<file path="src/fbh_pkg.sv">
/*
 * Shared constants and types for the host-side controller of an
 * asynchronous NOR flash bus with page reads and buffered programming.
 * Assumes a single 200 MHz clock and a flash that needs no clock.
 */
package fbh_pkg;

    // =========================================================
    // Bus widths and page layout
    // =========================================================
    localparam int ADDR_W = 22; // Word address width of the array.
    localparam int DATA_W = 16; // Data bus width in word mode.
    localparam int PAGE_LSB = 2; // Bits below this pick the word in a page.
    localparam int BUF_DEPTH = 16; // Most words in one buffered program.
    localparam int PROG_STD_CYC = 4; // Bus writes per standard program.
    localparam int PROG_FAST_CYC = 2; // Bus writes per bypass program.
    localparam int SYNC_CYC = 2; // Flip-flops on the data input path.
    localparam int CNT_W = 16; // Width of the delay counter.

    // =========================================================
    // Timing, in nanoseconds and in clock cycles
    // =========================================================
    localparam int CLK_PERIOD_PS = 5000; // 200 MHz reference clock.
    localparam int ADDRESS_ACCESS_TIME_NS = 100; // Address to data access time.
    localparam int PAGE_ACCESS_TIME_NS = 25; // Access time inside an open page.
    localparam int T_WP_NS = 35; // Write enable low width.
    localparam int T_RP_NS = 500; // Least reset pulse width.
    localparam int T_RH_NS = 50; // Recovery after reset release.

    // Rounds a least time up to whole clock cycles, never below one.
    function automatic int ns_to_cyc(input int ns);
        int c;
        c = (ns * 1000 + CLK_PERIOD_PS - 1) / CLK_PERIOD_PS;
        return (c < 1) ? 1 : c;
    endfunction

    localparam int ACC_CYC = ns_to_cyc(ADDRESS_ACCESS_TIME_NS); // address_access_time.
    localparam int PACC_CYC = ns_to_cyc(PAGE_ACCESS_TIME_NS); // page_access_time.
    localparam int WP_CYC = ns_to_cyc(T_WP_NS); // Write pulse cycles.
    localparam int RP_CYC = ns_to_cyc(T_RP_NS); // reset_pulse_min_width.
    localparam int RH_CYC = ns_to_cyc(T_RH_NS); // Recovery cycles.

    // =========================================================
    // Operations, states and carriers
    // =========================================================
    typedef enum logic [2:0] {
        OP_READ = 3'h0,
        OP_WRITE = 3'h1,
        OP_PROG = 3'h2,
        OP_BUF_PUSH = 3'h3,
        OP_BUF_FLUSH = 3'h4
    } fbh_op_type;

    typedef enum logic [6:0] {
        ST_IDLE = 7'h01,
        ST_READ = 7'h02,
        ST_SETUP = 7'h04,
        ST_WLOW = 7'h08,
        ST_WHIGH = 7'h10,
        ST_RST = 7'h20,
        ST_REC = 7'h40
    } fbh_state_type;

    // One request from the user side.
    typedef struct packed {
        fbh_op_type op;
        logic [ADDR_W-1:0] addr;
        logic [DATA_W-1:0] data;
    } fbh_req_type;

    // Every pin that the controller drives toward the flash.
    typedef struct packed {
        logic ce_n;
        logic oe_n;
        logic we_n;
        logic rst_n;
        logic high_program_voltage_en;
        logic [ADDR_W-1:0] addr;
        logic [DATA_W-1:0] dq_out;
        logic dq_oe;
    } fbh_pins_type;

endpackage

</file>
<file path="src/fbh_ctrl.sv">
/*
 * Host controller that drives an asynchronous NOR flash through its
 * chip select, output enable, write enable, reset and acceleration pins.
 * Assumes requests arrive on ref_clk_i and dq_i is asynchronous.
 */
`timescale 1ns/1ps

// Behaviour
// - Read with select and output enable low
// - Writes: select and write low, output high
// - Bypass programs take two writes, not four
// - Buffered programming holds sixteen words
// - High voltage only during accelerated programming
// - Host restarts operation cut by reset
module fbh_ctrl #(
    parameter logic [fbh_pkg::ADDR_W-1:0] UNLK1_ADDR = 22'h000000,
    parameter logic [fbh_pkg::DATA_W-1:0] UNLK1_DATA = 16'h0000,
    parameter logic [fbh_pkg::ADDR_W-1:0] UNLK2_ADDR = 22'h000000,
    parameter logic [fbh_pkg::DATA_W-1:0] UNLK2_DATA = 16'h0000,
    parameter logic [fbh_pkg::DATA_W-1:0] PROG_CMD = 16'h0000
) (
    input wire logic ref_clk_i,
    input wire logic nrst_i,
    input wire logic req_valid_i,
    input fbh_pkg::fbh_req_type req_i,
    input wire logic bypass_i,
    input wire logic accel_i,
    input wire logic flash_reset_i,
    input wire logic [fbh_pkg::DATA_W-1:0] dq_i,
    output logic req_ready_o,
    output logic resp_valid_o,
    output logic resp_err_o,
    output logic [fbh_pkg::DATA_W-1:0] resp_data_o,
    output fbh_pkg::fbh_pins_type pins_o
);
    import fbh_pkg::*;

    // =========================================================
    // State
    // =========================================================
    localparam int SW = 5; // Width of step and buffer counters.
    fbh_state_type state, next_state; // Bus sequencer.
    logic [CNT_W-1:0] cnt, next_cnt; // Delay down-counter.
    logic [SW-1:0] step, next_step; // Bus write in the sequence.
    logic [SW-1:0] nsteps, next_nsteps; // Bus writes in the sequence.
    logic [SW-1:0] buf_cnt, next_buf_cnt; // Words held for flushing.
    fbh_req_type cur, next_cur; // Request being served.
    logic fast, next_fast; // Two-write program form chosen.
    logic replay, next_replay; // Request cut by a flash reset.
    logic page_open, next_page_open; // Select held since a read.
    logic [ADDR_W-1:PAGE_LSB] page_tag, next_page_tag; // Open page.
    fbh_pins_type pins, next_pins; // Registered pin levels.
    logic ready, next_ready; // May take a request.
    logic rvalid, next_rvalid; // Answer pulse.
    logic rerr, next_rerr; // Answer carries a refusal.
    logic [DATA_W-1:0] rdata, next_rdata; // Answer data.
    logic [DATA_W-1:0] dq_s1, dq_s2; // Data input synchroniser.
    logic [DATA_W-1:0] buf_rdata; // Word read from the buffer.
    fbh_req_type disp; // Request dispatched this cycle.
    logic accept; // A request starts this cycle.
    logic push_en; // Buffer write strobe.

    // Address of bus write k of the current sequence.
    function automatic logic [ADDR_W-1:0] bus_addr(input fbh_req_type r,
            input logic f, input logic [SW-1:0] k);
        logic [SW-1:0] i;
        i = f ? SW'(k + 5'h02) : k;
        if (r.op == OP_BUF_FLUSH) begin
            return r.addr + ADDR_W'(k);
        end else if (r.op != OP_PROG || i == 5'h03) begin
            return r.addr;
        end else if (i == 5'h01) begin
            return UNLK2_ADDR;
        end
        return UNLK1_ADDR;
    endfunction

    // =========================================================
    // Buffer for buffered programming
    // =========================================================
    fbh_wbuf #(.WIDTH(DATA_W), .DEPTH(BUF_DEPTH), .AW(SW - 1)) u_wbuf (
        .ref_clk_i(ref_clk_i),
        .wr_en_i(push_en),
        .wr_addr_i(buf_cnt[SW-2:0]),
        .wr_data_i(disp.data),
        .rd_addr_i(next_step[SW-2:0]),
        .rd_data_o(buf_rdata)
    );

    // Two flip-flops before any logic looks at the flash data pins.
    always_ff @(posedge ref_clk_i) begin
        dq_s1 <= dq_i;
        dq_s2 <= dq_s1;
    end

    // =========================================================
    // Sequencer next-state logic
    // =========================================================
    // A replayed request wins over a new one so a reset never loses work.
    always_comb begin
        disp = replay ? cur : req_i;
        accept = (state == ST_IDLE) && !flash_reset_i
            && (replay || (req_valid_i && ready));
        push_en = accept && disp.op == OP_BUF_PUSH
            && buf_cnt < SW'(BUF_DEPTH);
        next_state = state;
        next_cnt = (cnt != '0) ? cnt - 1'b1 : cnt;
        next_step = step;
        next_nsteps = nsteps;
        next_buf_cnt = push_en ? buf_cnt + 1'b1 : buf_cnt;
        next_cur = cur;
        next_fast = fast;
        next_replay = replay;
        next_page_open = page_open;
        next_page_tag = page_tag;
        next_pins = pins;
        next_rvalid = 1'b0;
        next_rerr = 1'b0;
        next_rdata = rdata;
        if (flash_reset_i && state != ST_RST && state != ST_REC) begin
            // Pulse reset, park every control pin and remember unfinished work.
            next_replay = (state != ST_IDLE) || replay;
            next_state = ST_RST;
            next_cnt = CNT_W'(RP_CYC - 1);
            next_pins.rst_n = 1'b0;
            next_pins.ce_n = 1'b1;
            next_pins.oe_n = 1'b1;
            next_pins.we_n = 1'b1;
            next_pins.dq_oe = 1'b0;
            next_pins.high_program_voltage_en = 1'b0;
            next_page_open = 1'b0;
        end else begin
            unique case (state)
                ST_IDLE: begin
                    if (accept) begin
                        next_replay = 1'b0;
                        next_cur = disp;
                        next_step = '0;
                        next_fast = bypass_i || accel_i;
                        if (disp.op == OP_READ) begin
                            // Same page with select held: short access.
                            if (page_open && disp.addr[ADDR_W-1:PAGE_LSB]
                                    == page_tag) begin
                                next_cnt = CNT_W'(PACC_CYC + SYNC_CYC - 1);
                            end else begin
                                next_cnt = CNT_W'(ACC_CYC + SYNC_CYC - 1);
                            end
                            next_pins.addr = disp.addr;
                            next_pins.ce_n = 1'b0;
                            next_pins.oe_n = 1'b0;
                            next_pins.we_n = 1'b1;
                            next_state = ST_READ;
                        end else if (disp.op == OP_BUF_PUSH) begin
                            next_rvalid = 1'b1;
                            next_rerr = !push_en;
                        end else if (disp.op == OP_BUF_FLUSH
                                && buf_cnt == '0) begin
                            next_rvalid = 1'b1;
                        end else begin
                            // Any write closes the page first.
                            next_page_open = 1'b0;
                            if (disp.op == OP_PROG) begin
                                next_nsteps = (bypass_i || accel_i)
                                    ? SW'(PROG_FAST_CYC)
                                    : SW'(PROG_STD_CYC);
                                next_pins.high_program_voltage_en =
                                    accel_i;
                            end else if (disp.op == OP_BUF_FLUSH) begin
                                next_nsteps = buf_cnt;
                            end else begin
                                next_nsteps = 5'h01;
                            end
                            next_pins.addr = bus_addr(disp,
                                bypass_i || accel_i, '0);
                            next_pins.ce_n = 1'b0;
                            next_pins.oe_n = 1'b1;
                            next_state = ST_SETUP;
                        end
                    end
                end
                ST_READ: begin
                    if (cnt == '0) begin
                        // Keep select low so the next in-page read is fast.
                        next_rdata = dq_s2;
                        next_rvalid = 1'b1;
                        next_page_open = 1'b1;
                        next_page_tag = pins.addr[ADDR_W-1:PAGE_LSB];
                        next_state = ST_IDLE;
                    end
                end
                ST_SETUP: begin
                    // Drive data only while output enable is high.
                    if (cur.op == OP_BUF_FLUSH) begin
                        next_pins.dq_out = buf_rdata;
                    end else if (cur.op != OP_PROG
                            || step == nsteps - 1'b1) begin
                        next_pins.dq_out = cur.data;
                    end else if (step == nsteps - 5'h02) begin
                        next_pins.dq_out = PROG_CMD;
                    end else if (step == 5'h01) begin
                        next_pins.dq_out = UNLK2_DATA;
                    end else begin
                        next_pins.dq_out = UNLK1_DATA;
                    end
                    next_pins.dq_oe = 1'b1;
                    next_pins.we_n = 1'b0;
                    next_cnt = CNT_W'(WP_CYC - 1);
                    next_state = ST_WLOW;
                end
                ST_WLOW: begin
                    if (cnt == '0) begin
                        next_pins.we_n = 1'b1;
                        next_state = ST_WHIGH;
                    end
                end
                ST_WHIGH: begin
                    // Data is held across the rising write edge.
                    next_pins.dq_oe = 1'b0;
                    if (step + 1'b1 < nsteps) begin
                        next_step = step + 1'b1;
                        next_pins.addr = bus_addr(cur, fast, step + 1'b1);
                        next_state = ST_SETUP;
                    end else begin
                        next_pins.ce_n = 1'b1;
                        next_pins.high_program_voltage_en = 1'b0;
                        next_rvalid = 1'b1;
                        if (cur.op == OP_BUF_FLUSH) begin
                            next_buf_cnt = '0;
                        end
                        next_state = ST_IDLE;
                    end
                end
                ST_RST: begin
                    if (cnt == '0) begin
                        next_pins.rst_n = 1'b1;
                        next_cnt = CNT_W'(RH_CYC - 1);
                        next_state = ST_REC;
                    end
                end
                ST_REC: begin
                    if (cnt == '0) begin
                        next_state = ST_IDLE;
                    end
                end
                default: begin
                    next_state = ST_IDLE;
                end
            endcase
        end
        next_ready = (next_state == ST_IDLE) && !next_replay && !accept;
    end

    // Registers only; reset parks the bus deselected and released.
    always_ff @(posedge ref_clk_i) begin
        if (!nrst_i) begin
            state <= ST_IDLE;
            cnt <= '0;
            step <= '0;
            nsteps <= '0;
            buf_cnt <= '0;
            cur <= '0;
            fast <= 1'b0;
            replay <= 1'b0;
            page_open <= 1'b0;
            page_tag <= '0;
            pins <= '{ce_n: 1'b1, oe_n: 1'b1, we_n: 1'b1, rst_n: 1'b1,
                default: '0};
            ready <= 1'b0;
            rvalid <= 1'b0;
            rerr <= 1'b0;
            rdata <= '0;
        end else begin
            state <= next_state;
            cnt <= next_cnt;
            step <= next_step;
            nsteps <= next_nsteps;
            buf_cnt <= next_buf_cnt;
            cur <= next_cur;
            fast <= next_fast;
            replay <= next_replay;
            page_open <= next_page_open;
            page_tag <= next_page_tag;
            pins <= next_pins;
            ready <= next_ready;
            rvalid <= next_rvalid;
            rerr <= next_rerr;
            rdata <= next_rdata;
        end
    end

    assign req_ready_o = ready;
    assign resp_valid_o = rvalid;
    assign resp_err_o = rerr;
    assign resp_data_o = rdata;
    assign pins_o = pins;

    // =========================================================
    // Checks
    // =========================================================
    logic [CNT_W-1:0] rst_low_cnt; // Cycles the flash reset has been low.
    logic [SW-1:0] wr_seen; // Bus writes since the request started.
    always_ff @(posedge ref_clk_i) begin
        if (!nrst_i || pins.rst_n) begin
            rst_low_cnt <= '0;
        end else begin
            rst_low_cnt <= rst_low_cnt + 1'b1;
        end
        if (!nrst_i || state == ST_IDLE) begin
            wr_seen <= '0;
        end else if (state == ST_SETUP) begin
            wr_seen <= wr_seen + 1'b1;
        end
    end

    a_read_levels: assert property (@(posedge ref_clk_i) disable iff (!nrst_i)
        state == ST_READ |-> !pins.ce_n && !pins.oe_n && pins.we_n)
        else $error("read without select and output enable low");
    a_write_levels: assert property (@(posedge ref_clk_i)
        disable iff (!nrst_i)
        !pins.we_n |-> !pins.ce_n && pins.oe_n)
        else $error("write strobe with bad select or output enable");
    a_write_width: assert property (@(posedge ref_clk_i)
        disable iff (!nrst_i || !pins.rst_n)
        $fell(pins.we_n) |-> (!pins.we_n) [*7] ##1 pins.we_n)
        else $error("write pulse not seven cycles");
    a_dq_float: assert property (@(posedge ref_clk_i) disable iff (!nrst_i)
        pins.dq_oe |-> pins.oe_n)
        else $error("data driven while output enable low");
    a_hv_only_prog: assert property (@(posedge ref_clk_i)
        disable iff (!nrst_i)
        pins.high_program_voltage_en |-> cur.op == OP_PROG
            && state inside {ST_SETUP, ST_WLOW, ST_WHIGH})
        else $error("high voltage outside programming");
    a_reset_width: assert property (@(posedge ref_clk_i)
        disable iff (!nrst_i)
        $rose(pins.rst_n) |-> rst_low_cnt >= CNT_W'(RP_CYC))
        else $error("flash reset pulse too short");
    a_buf_cap: assert property (@(posedge ref_clk_i) disable iff (!nrst_i)
        buf_cnt <= SW'(BUF_DEPTH))
        else $error("write buffer over sixteen words");
    a_prog_count: assert property (@(posedge ref_clk_i)
        disable iff (!nrst_i)
        rvalid && cur.op == OP_PROG
            |-> wr_seen == (fast ? 5'h02 : 5'h04))
        else $error("program used wrong number of writes");
    a_page_closed: assert property (@(posedge ref_clk_i)
        disable iff (!nrst_i)
        pins.ce_n |-> !page_open)
        else $error("page kept open across deselect");
    a_replay_after: assert property (@(posedge ref_clk_i)
        disable iff (!nrst_i)
        state == ST_REC && cnt == '0 && replay
            |-> ##1 state == ST_IDLE ##1 state != ST_IDLE)
        else $error("cut request not restarted");

endmodule

</file>
<file path="src/fbh_wbuf.sv">
/*
 * Small word store that holds data for one buffered program.
 * Assumes one clock; the read word comes out of a register one edge
 * after its address is presented.
 */
`timescale 1ns/1ps
module fbh_wbuf #(
    parameter int WIDTH = 16,
    parameter int DEPTH = 16,
    parameter int AW = 4
) (
    input wire logic ref_clk_i,
    input wire logic wr_en_i,
    input wire logic [AW-1:0] wr_addr_i,
    input wire logic [WIDTH-1:0] wr_data_i,
    input wire logic [AW-1:0] rd_addr_i,
    output logic [WIDTH-1:0] rd_data_o
);

    // =========================================================
    // Storage
    // =========================================================
    logic [WIDTH-1:0] mem [DEPTH]; // Data words; no reset is needed.

    // Writes land on the edge; the read word is registered.
    always_ff @(posedge ref_clk_i) begin
        if (wr_en_i) begin
            mem[wr_addr_i] <= wr_data_i;
        end
        rd_data_o <= mem[rd_addr_i];
    end

endmodule

</file>
<file path="config.mk">
export PLATFORM = sky130hd
export DESIGN_NAME = fbh_ctrl
export DESIGN_NICKNAME = d
export VERILOG_FILES = /design/src/fbh_pkg.sv /design/src/fbh_ctrl.sv /design/src/fbh_wbuf.sv
export SDC_FILE = /design/constraint.sdc
export NUM_CORES = 1
export LEC_CHECK = 0
export BUFFER_PORTS_ARGS = -buffer_cell sky130_fd_sc_hd__clkbuf_2
export CORE_MARGIN = 2
export CORE_UTILIZATION = 35
export CTS_CLUSTER_DIAMETER = 50
export DETAILED_ROUTE_END_ITERATION = 8
export PLACE_DENSITY = 0.63
export SYNTH_ARGS = -nofsm -noshare
export SYNTH_HDL_FRONTEND = slang
export SYNTH_SLANG_ARGS = --single-unit
</file>
<file path="constraint.sdc">
create_clock -name ref_clk_i -period 3.4 [get_ports ref_clk_i]
set_input_delay 0.68 -clock ref_clk_i [delete_from_list [all_inputs] [get_ports ref_clk_i]]
set_output_delay 0.68 -clock ref_clk_i [all_outputs]
set_load 0.02 [all_outputs]
</file>
After elaboration in Yosys (flattened, before gate mapping). Memories as Yosys holds them, arrays and structs flattened. A register that Yosys moved wholly into a read port is not among the register bits. Cells that the tools add are included.

Bits in registers: 197. Latch bits: 0. Memory bits (writable): 256. Bits in read-only memories: 0. Input bits: 63. Output and inout port bits: 63. Logic and storage cells: 222. Memories kept: 1.

Add/sub/neg operators: 6. Multipliers: 0. Div/mod/pow operators: 0. Magnitude comparators: 2. Equality and inequality tests: 37. Shifts and indexed selects: 0. Mux-type cells: 95. Bitwise operators: 7. Reduce and logical (&&, ||, !) cells: 46.

Memory list: u_wbuf.mem (depth 16, width 16, rd ports 1, clocked after Yosys merged registers in 1, wr ports 1, line fbh_wbuf.sv:23) `logic [WIDTH-1:0] mem [DEPTH];`.

Operators with widths (count): $mux W22 (10); $mux W16 (6); $mux W23 (3); $mux W7 (9); $mux W5 (11); $pmux W16 S3 (1); $pmux W23 S2 (1); $pmux W7 S6 (1); $mux W41 (1); $mux W1 (37); $ne A2 B2 Y1 const B (12); $add A22 B5 Y22 (1); $eq A20 B20 Y1 (1); $reduce_and A6 Y1 (3); $logic_not A16 Y1 (1); $reduce_bool A16 Y1 (1); $sub A16 B1 Y16 const B (1); $eq A7 B1 Y1 const B (2); $reduce_and A4 Y1 (3); $logic_and A1 B1 Y1 (11); $add A5 B1 Y5 const B (2); $mux W2 (5); $pmux W5 S2 (1); $reduce_bool A2 Y1 (5); other kinds (38) (64).

Depth between registers and ports, before layout.
Depth in word-level cells: 19. Mapped depth: 16. Mapped depth without buffers: 12.

Hierarchy. Synthesis repeated with hierarchy kept, for this count alone.

Cell total of the unflattened synthesis: 1501. Area, all modules: 19331.0 µm².

Modules (own cells, without submodules): fbh_wbuf (instances 1, cells an instance 432, area each 10042.1 µm², sequential area each 8007.7 µm²); fbh_ctrl (instances 1, cells an instance 1069, area each 9288.9 µm², sequential area each 3943.8 µm²).

Worst setup path after synthesis. No wires, ideal clock.

Kind: flip-flop to flip-flop. Start point: reg step[0]. End point: reg pins (netlist bit pins_o[35]). Setup time: 0.116 ns. Arrival time: 3.333 ns. Required time: 3.284 ns. Slack: -0.049 ns. Stages on the path, launching flop included: 16. Path buffers: 3. Period minus slack after synthesis: 3.449 ns. Cell sequence: dfxtp_1 clkbuf_1 inv_2 clkbuf_1 clkbuf_1 ha_1 inv_1 fa_1 nor2b_1 o21ai_0 a21boi_0 o21ai_1 o311ai_0 o41ai_1 a21oi_1 nor2_1.

Longest elaborated chain between the ends: 13. Elaborated cells on any way between the ends: 21. Those cells by class: add/sub (3); order compare (1); eq/ne (3); mux (12); reduce/logical (2).

RTL lines: from (decl) (line fbh_ctrl.sv:44) `logic [SW-1:0] step, next_step;`; from (signal assigned) (line fbh_ctrl.sv:275) `step <= next_step;`; $add A5 B1 Y5 (*) (line fbh_ctrl.sv:219, fbh_ctrl.sv:221); $add A5 B2 Y5 (line fbh_ctrl.sv:67) `i = f ? SW'(k + 5'h02) : k;`; $mux W5 (line fbh_ctrl.sv:67); $eq A5 B1 Y1 or $eq A5 B2 Y1 (tied branches) (line fbh_ctrl.sv:72, fbh_ctrl.sv:70); $mux W1 or $logic_or A1 B1 Y1 (tied branches) (line fbh_ctrl.sv:72, fbh_ctrl.sv:70); $mux W1 (line fbh_ctrl.sv:70) `end else if (r.op != OP_PROG || i == 5'h03) begin`; $mux W1 (line fbh_ctrl.sv:68) `if (r.op == OP_BUF_FLUSH) begin`; $mux W1 (line fbh_ctrl.sv:219) `if (step + 1'b1 < nsteps) begin`; $mux W1 (line fbh_ctrl.sv:133) `unique case (state)`; $mux W1 (line fbh_ctrl.sv:120) `if (flash_reset_i && state != ST_RST && state != ST_REC) begin`; $mux W22 (line fbh_ctrl.sv:75) `return UNLK1_ADDR;`; $mux W22 (line fbh_ctrl.sv:219); $pmux W23 S2 (line fbh_ctrl.sv:133); to (signal assigned) (line fbh_ctrl.sv:266) `pins <= '{ce_n: 1'b1, oe_n: 1'b1, we_n: 1'b1, rst_n: 1'b1,`; to (signal assigned) (line fbh_ctrl.sv:283) `pins <= next_pins;`; to (decl) (line fbh_ctrl.sv:52) `fbh_pins_type pins, next_pins;`.

Mark *: on every way between the ends. The rest lies on a longest branch, timed or not. The select of a mux whose other input is x is not followed. A chain may end at the register's enable or synchronous reset.

Worst setup path after layout.
Start point: reg step[0]. End point: reg u_wbuf.rd_data_o[12], read port of u_wbuf.mem.

Longest elaborated chain between the ends: 5. Elaborated cells on any way between the ends: 6. Those cells by class: add/sub (1); order compare (1); mux (4).

RTL lines: $add A5 B1 Y5 (line fbh_ctrl.sv:219, fbh_ctrl.sv:220); $lt A5 B5 Y1 (line fbh_ctrl.sv:219); $mux W5 (line fbh_ctrl.sv:219); $pmux W5 S2 (line fbh_ctrl.sv:133); $mux W4 (*) (line fbh_ctrl.sv:120); to (decl) (line fbh_wbuf.sv:17) `output logic [WIDTH-1:0] rd_data_o`.

Marks and branches as above.

==> flow_metrics.py <==
metrics = {
    "sta": {
        "setup_viol": 0,
        "fin_hold_ws_ns": 0.163,
        "timing.final.ws_setup_ns": 0.0364,
        "fin_worst_skew_ns": 0.0266,
        "fmax_mhz": 297,
        "tightest_slew_ns": 1.03,
        "rsz0062_at_grt": "true",
        "fin_crit_sh_pct": 98.9,
        "hold_viol": 0,
        "maxSlewViolCount": 0,
        "relSlewSlack_pct": 31.2,
        "fin_crit_ns": 3.36,
    },
    "placed_design": {
        "post-place-ws_ns": -0.398,
        "dp.final_hpwl_microns": 43600,
        "gp_congestion": 0.911,
        "io_buffers": 125,
    },
    "setup_path": {
        "start_kind": "flip-flop",
        "critPathTopFamily": "compound AO/OA/AOI/OAI gates",
        "cp_num_buf_inv": 5,
        "end_kind": "flip-flop",
        "path_cells": "ha_4 > nand3_4 > xnor2_4 > ha_4 > a21oi_4 > nand2_2 > buf_4 > o311ai_4 > buf_6 > and3_4 > buf_12 > buf_12 > a21oi_1 > a32oi_2 > o32ai_2 > buf_4 > a211oi_1",
        "required_ns": 3.91,
        "cpMaxStageDelayCell": "dfxtp_2",
        "critPathMaxStageDelay_ns": 0.35,
        "cp_data_arrival_time_ns": 3.87,
        "path_class": "flip-flop to flip-flop",
        "cp_max_fo": 7,
    },
    "clock_network": {
        "path_clk_slew_ns": 0.06,
        "ctsHoldBuffers": 0,
        "cts_tree": "yes",
        "cts_buffer_depth": 3,
        "clock_sinks": 469,
        "clock-root-buffer": "clkbuf_16",
        "insertion_delay_ns": 0.62,
        "cts-htree-levels": 2,
        "numCtsBuffers": 53,
    },
    "route": {
        "vias": 18501,
        "routedWlPerCell_microns": 20.8,
        "viasPerCell": 5.66,
        "drtAntennaViolNets": 0,
        "m1WireLength_microns": 28800,
        "drc": 0,
        "drt_iter0_markers": 1933,
        "route.met3.wl_microns": 5090,
        "wl_met2_microns": 32400,
        "dr.pass1.iters": 7,
        "top_layer": "met5",
        "drt-total-wl_microns": 68100,
    },
    "cells_and_area": {
        "drive_above_1_share_pct": 21.2,
        "diodes": 0,
        "syn2layout_area_growth_pct": 22.8,
        "final_net_count": 2471,
    },
    "synth": {
        "synth-main-ff-cell": "edfxtp_1",
        "synth-seq-area-share_pct": 54.8,
        "avgSynthCellArea_sq_um": 9.90,
        "netlist_instances": 2204,
        "synth_edf_count": 256,
        "yosys.area.top_type_share_pct": 35.2,
        "ys_ff_latch": 469,
        "syn_nets": 2288,
        "synth_warnings": 0,
        "synth_most_common_cell": "nand2_1",
        "synth_common_cells": "nand2_1 (455), edfxtp_1 (256), a21oi_1 (222)",
        "synth_top_cell_by_area": "edfxtp_1",
        "synth-async-reset-ratio_pct": 0,
        "yosys-top-cells-area": "edfxtp_1 (35%), dfxtp_1 (20%), nand2_1 (7.8%)",
        "synthDistinctLibCells": 73,
        "syn_area_sq_um": 21800,
    },
    "floorplanning": {
        "die_area_sq_um": 64300,
        "start_util_pct": 35.4,
        "placementRows": 91,
        "core_area_sq_um": 61700,
        "die_y_microns": 254,
        "io_pins": 126,
        "die_x_microns": 254,
    },
    "power_and_ir_drop": {
        "p_leak_nw": 9.40,
        "irDropWorstVdd_uv": 335,
        "power_density_nw_per_um2": 477,
    },
    "status": {
        "outcome": "finished, final reports clean",
    },
    "global_route": {
        "grt_pass1_vias": 17602,
        "grt_overflow": 0,
        "track_usage_pct": 20.4,
        "grt_pass1_wl_microns": 102000,
        "antenna_found_initial": 1,
        "grt_max_degree": 81,
    },
    "hold_path": {
        "hp-class": "input pin to flip-flop",
    },
    "flow_run": {
        "cap_violations": 0,
    },
}
per-layer routing:
| layer | GRT usage (%) | vias up |
|---|---|---|
| met5 | 0 | - |
| met4 | 7.45 | 2 |
| met3 | 2.85 | 134 |
| met2 | 33.8 | 831 |
| met1 | 27.2 | 9085 |
| li1 | - | 8449 |
final timing paths:
check,slack [ns],cells after the start,endpoint,startpoint
worst max-delay path,0.04,17,u_wbuf.rd_data_o[12]$_DFF_P_,step[0]$_SDFF_PN0_
worst min-delay path,0.16,1,dq_s1[3]$_DFF_P_,dq_i[3]
worst max register to register,0.04,17,u_wbuf.rd_data_o[12]$_DFF_P_,step[0]$_SDFF_PN0_
worst min register to register,0.33,0,dq_s2[5]$_DFF_P_,dq_s1[5]$_DFF_P_
metrics by stage:
stage	cell area, sq um	std cells	total power, mW	util [%]	setup TNS [ns]
floorplan	21800	2204	6.73	-	0
global placement	24500	3160	6.98	39.6	-2.27
detailed placement	24500	3160	7.00	39.6	-3.61
CTS	26500	3261	12.9	42.9	0
global route	26800	3269	13.2	43.4	-0.368
finish	26800	3269	12.8	43.4	0
power breakdown:
part,internal [mW],total [mW],switching [mW],leakage (nW)
Sequential,6.09,6.16,0.0724,4.05
Clock,3.44,5.88,2.43,0.892
Combinational,0.267,0.732,0.466,4.45
area by class of cell:
type                    instances  area, sq um
inverters                      23         86.3
multi-input cells            1550         9470
flip-flops and latches        469        12000
well taps                     837         1050
repair buffers                290         2400
clock inverters                29          332
fillers                      5796        34900
clock buffers                  71         1500
cell families (layout without fill, tap and decap cells):
family / Yosys count / count (layout) / synth area share (%)
DFF: 469 / 469 / 54.8
muxes: 112 / 112 / 5.51
xor gates and xnor gates: 47 / 47 / 1.89
buffers and inverters: 185 / 413 / 3.47
AOI/OAI and AO/OA: 580 / 580 / 16.6
and+or+nand+nor: 790 / 790 / 16.5
adders and majority gates: 21 / 21 / 1.24
registers in the layout, summed over array words and instances (netlist names):
register          cells
u_wbuf.mem          256
u_wbuf.rd_data_o     16
buf_cnt               5
cnt                  16
dq_s2                16
dq_s1                16
cur                  41
page_open             1
replay                1
state                 7
req_ready_o           1
step                  5
resp_valid_o          1
resp_err_o            1
resp_data_o          16
fast                  1
page_tag             20
nsteps                5
pins_o               44
layout by cell type, fill, tap and decap left out, types with 11 or more instances in the layout:
cell | netlist | routed
buf_12 | 0 | 35
or3_1 | 21 | 20
nor2b_1 | 13 | 12
inv_1 | 21 | 21
ha_1 | 20 | 18
a211oi_1 | 22 | 16
a31oi_1 | 37 | 37
a32oi_1 | 31 | 27
o32ai_1 | 18 | 11
mux2i_1 | 47 | 47
nand2_1 | 455 | 454
o211ai_1 | 12 | 12
edfxtp_1 | 256 | 256
mux2_2 | 65 | 65
a22oi_1 | 16 | 16
nor3_1 | 21 | 17
a311oi_1 | 31 | 29
o21ai_0 | 111 | 110
a21boi_0 | 24 | 23
clkbuf_2 | 0 | 125
buf_4 | 3 | 118
xor2_1 | 25 | 24
o31ai_1 | 11 | 11
a21oi_1 | 222 | 219
nor3b_1 | 34 | 34
clkbuf_16 | 0 | 56
xnor2_1 | 22 | 20
dfxtp_1 | 213 | 210
nor4b_1 | 21 | 13
nand4_1 | 16 | 16
nand3_1 | 51 | 48
nor2_1 | 107 | 104
what timing repair did:
action	CTS	global route
setup endpoints to repair	16	200
gates resized for setup	23	43
pin swaps	7	22
gates cloned	1	2
buffers inserted	0	6
(Power assumes the default switching activity.)
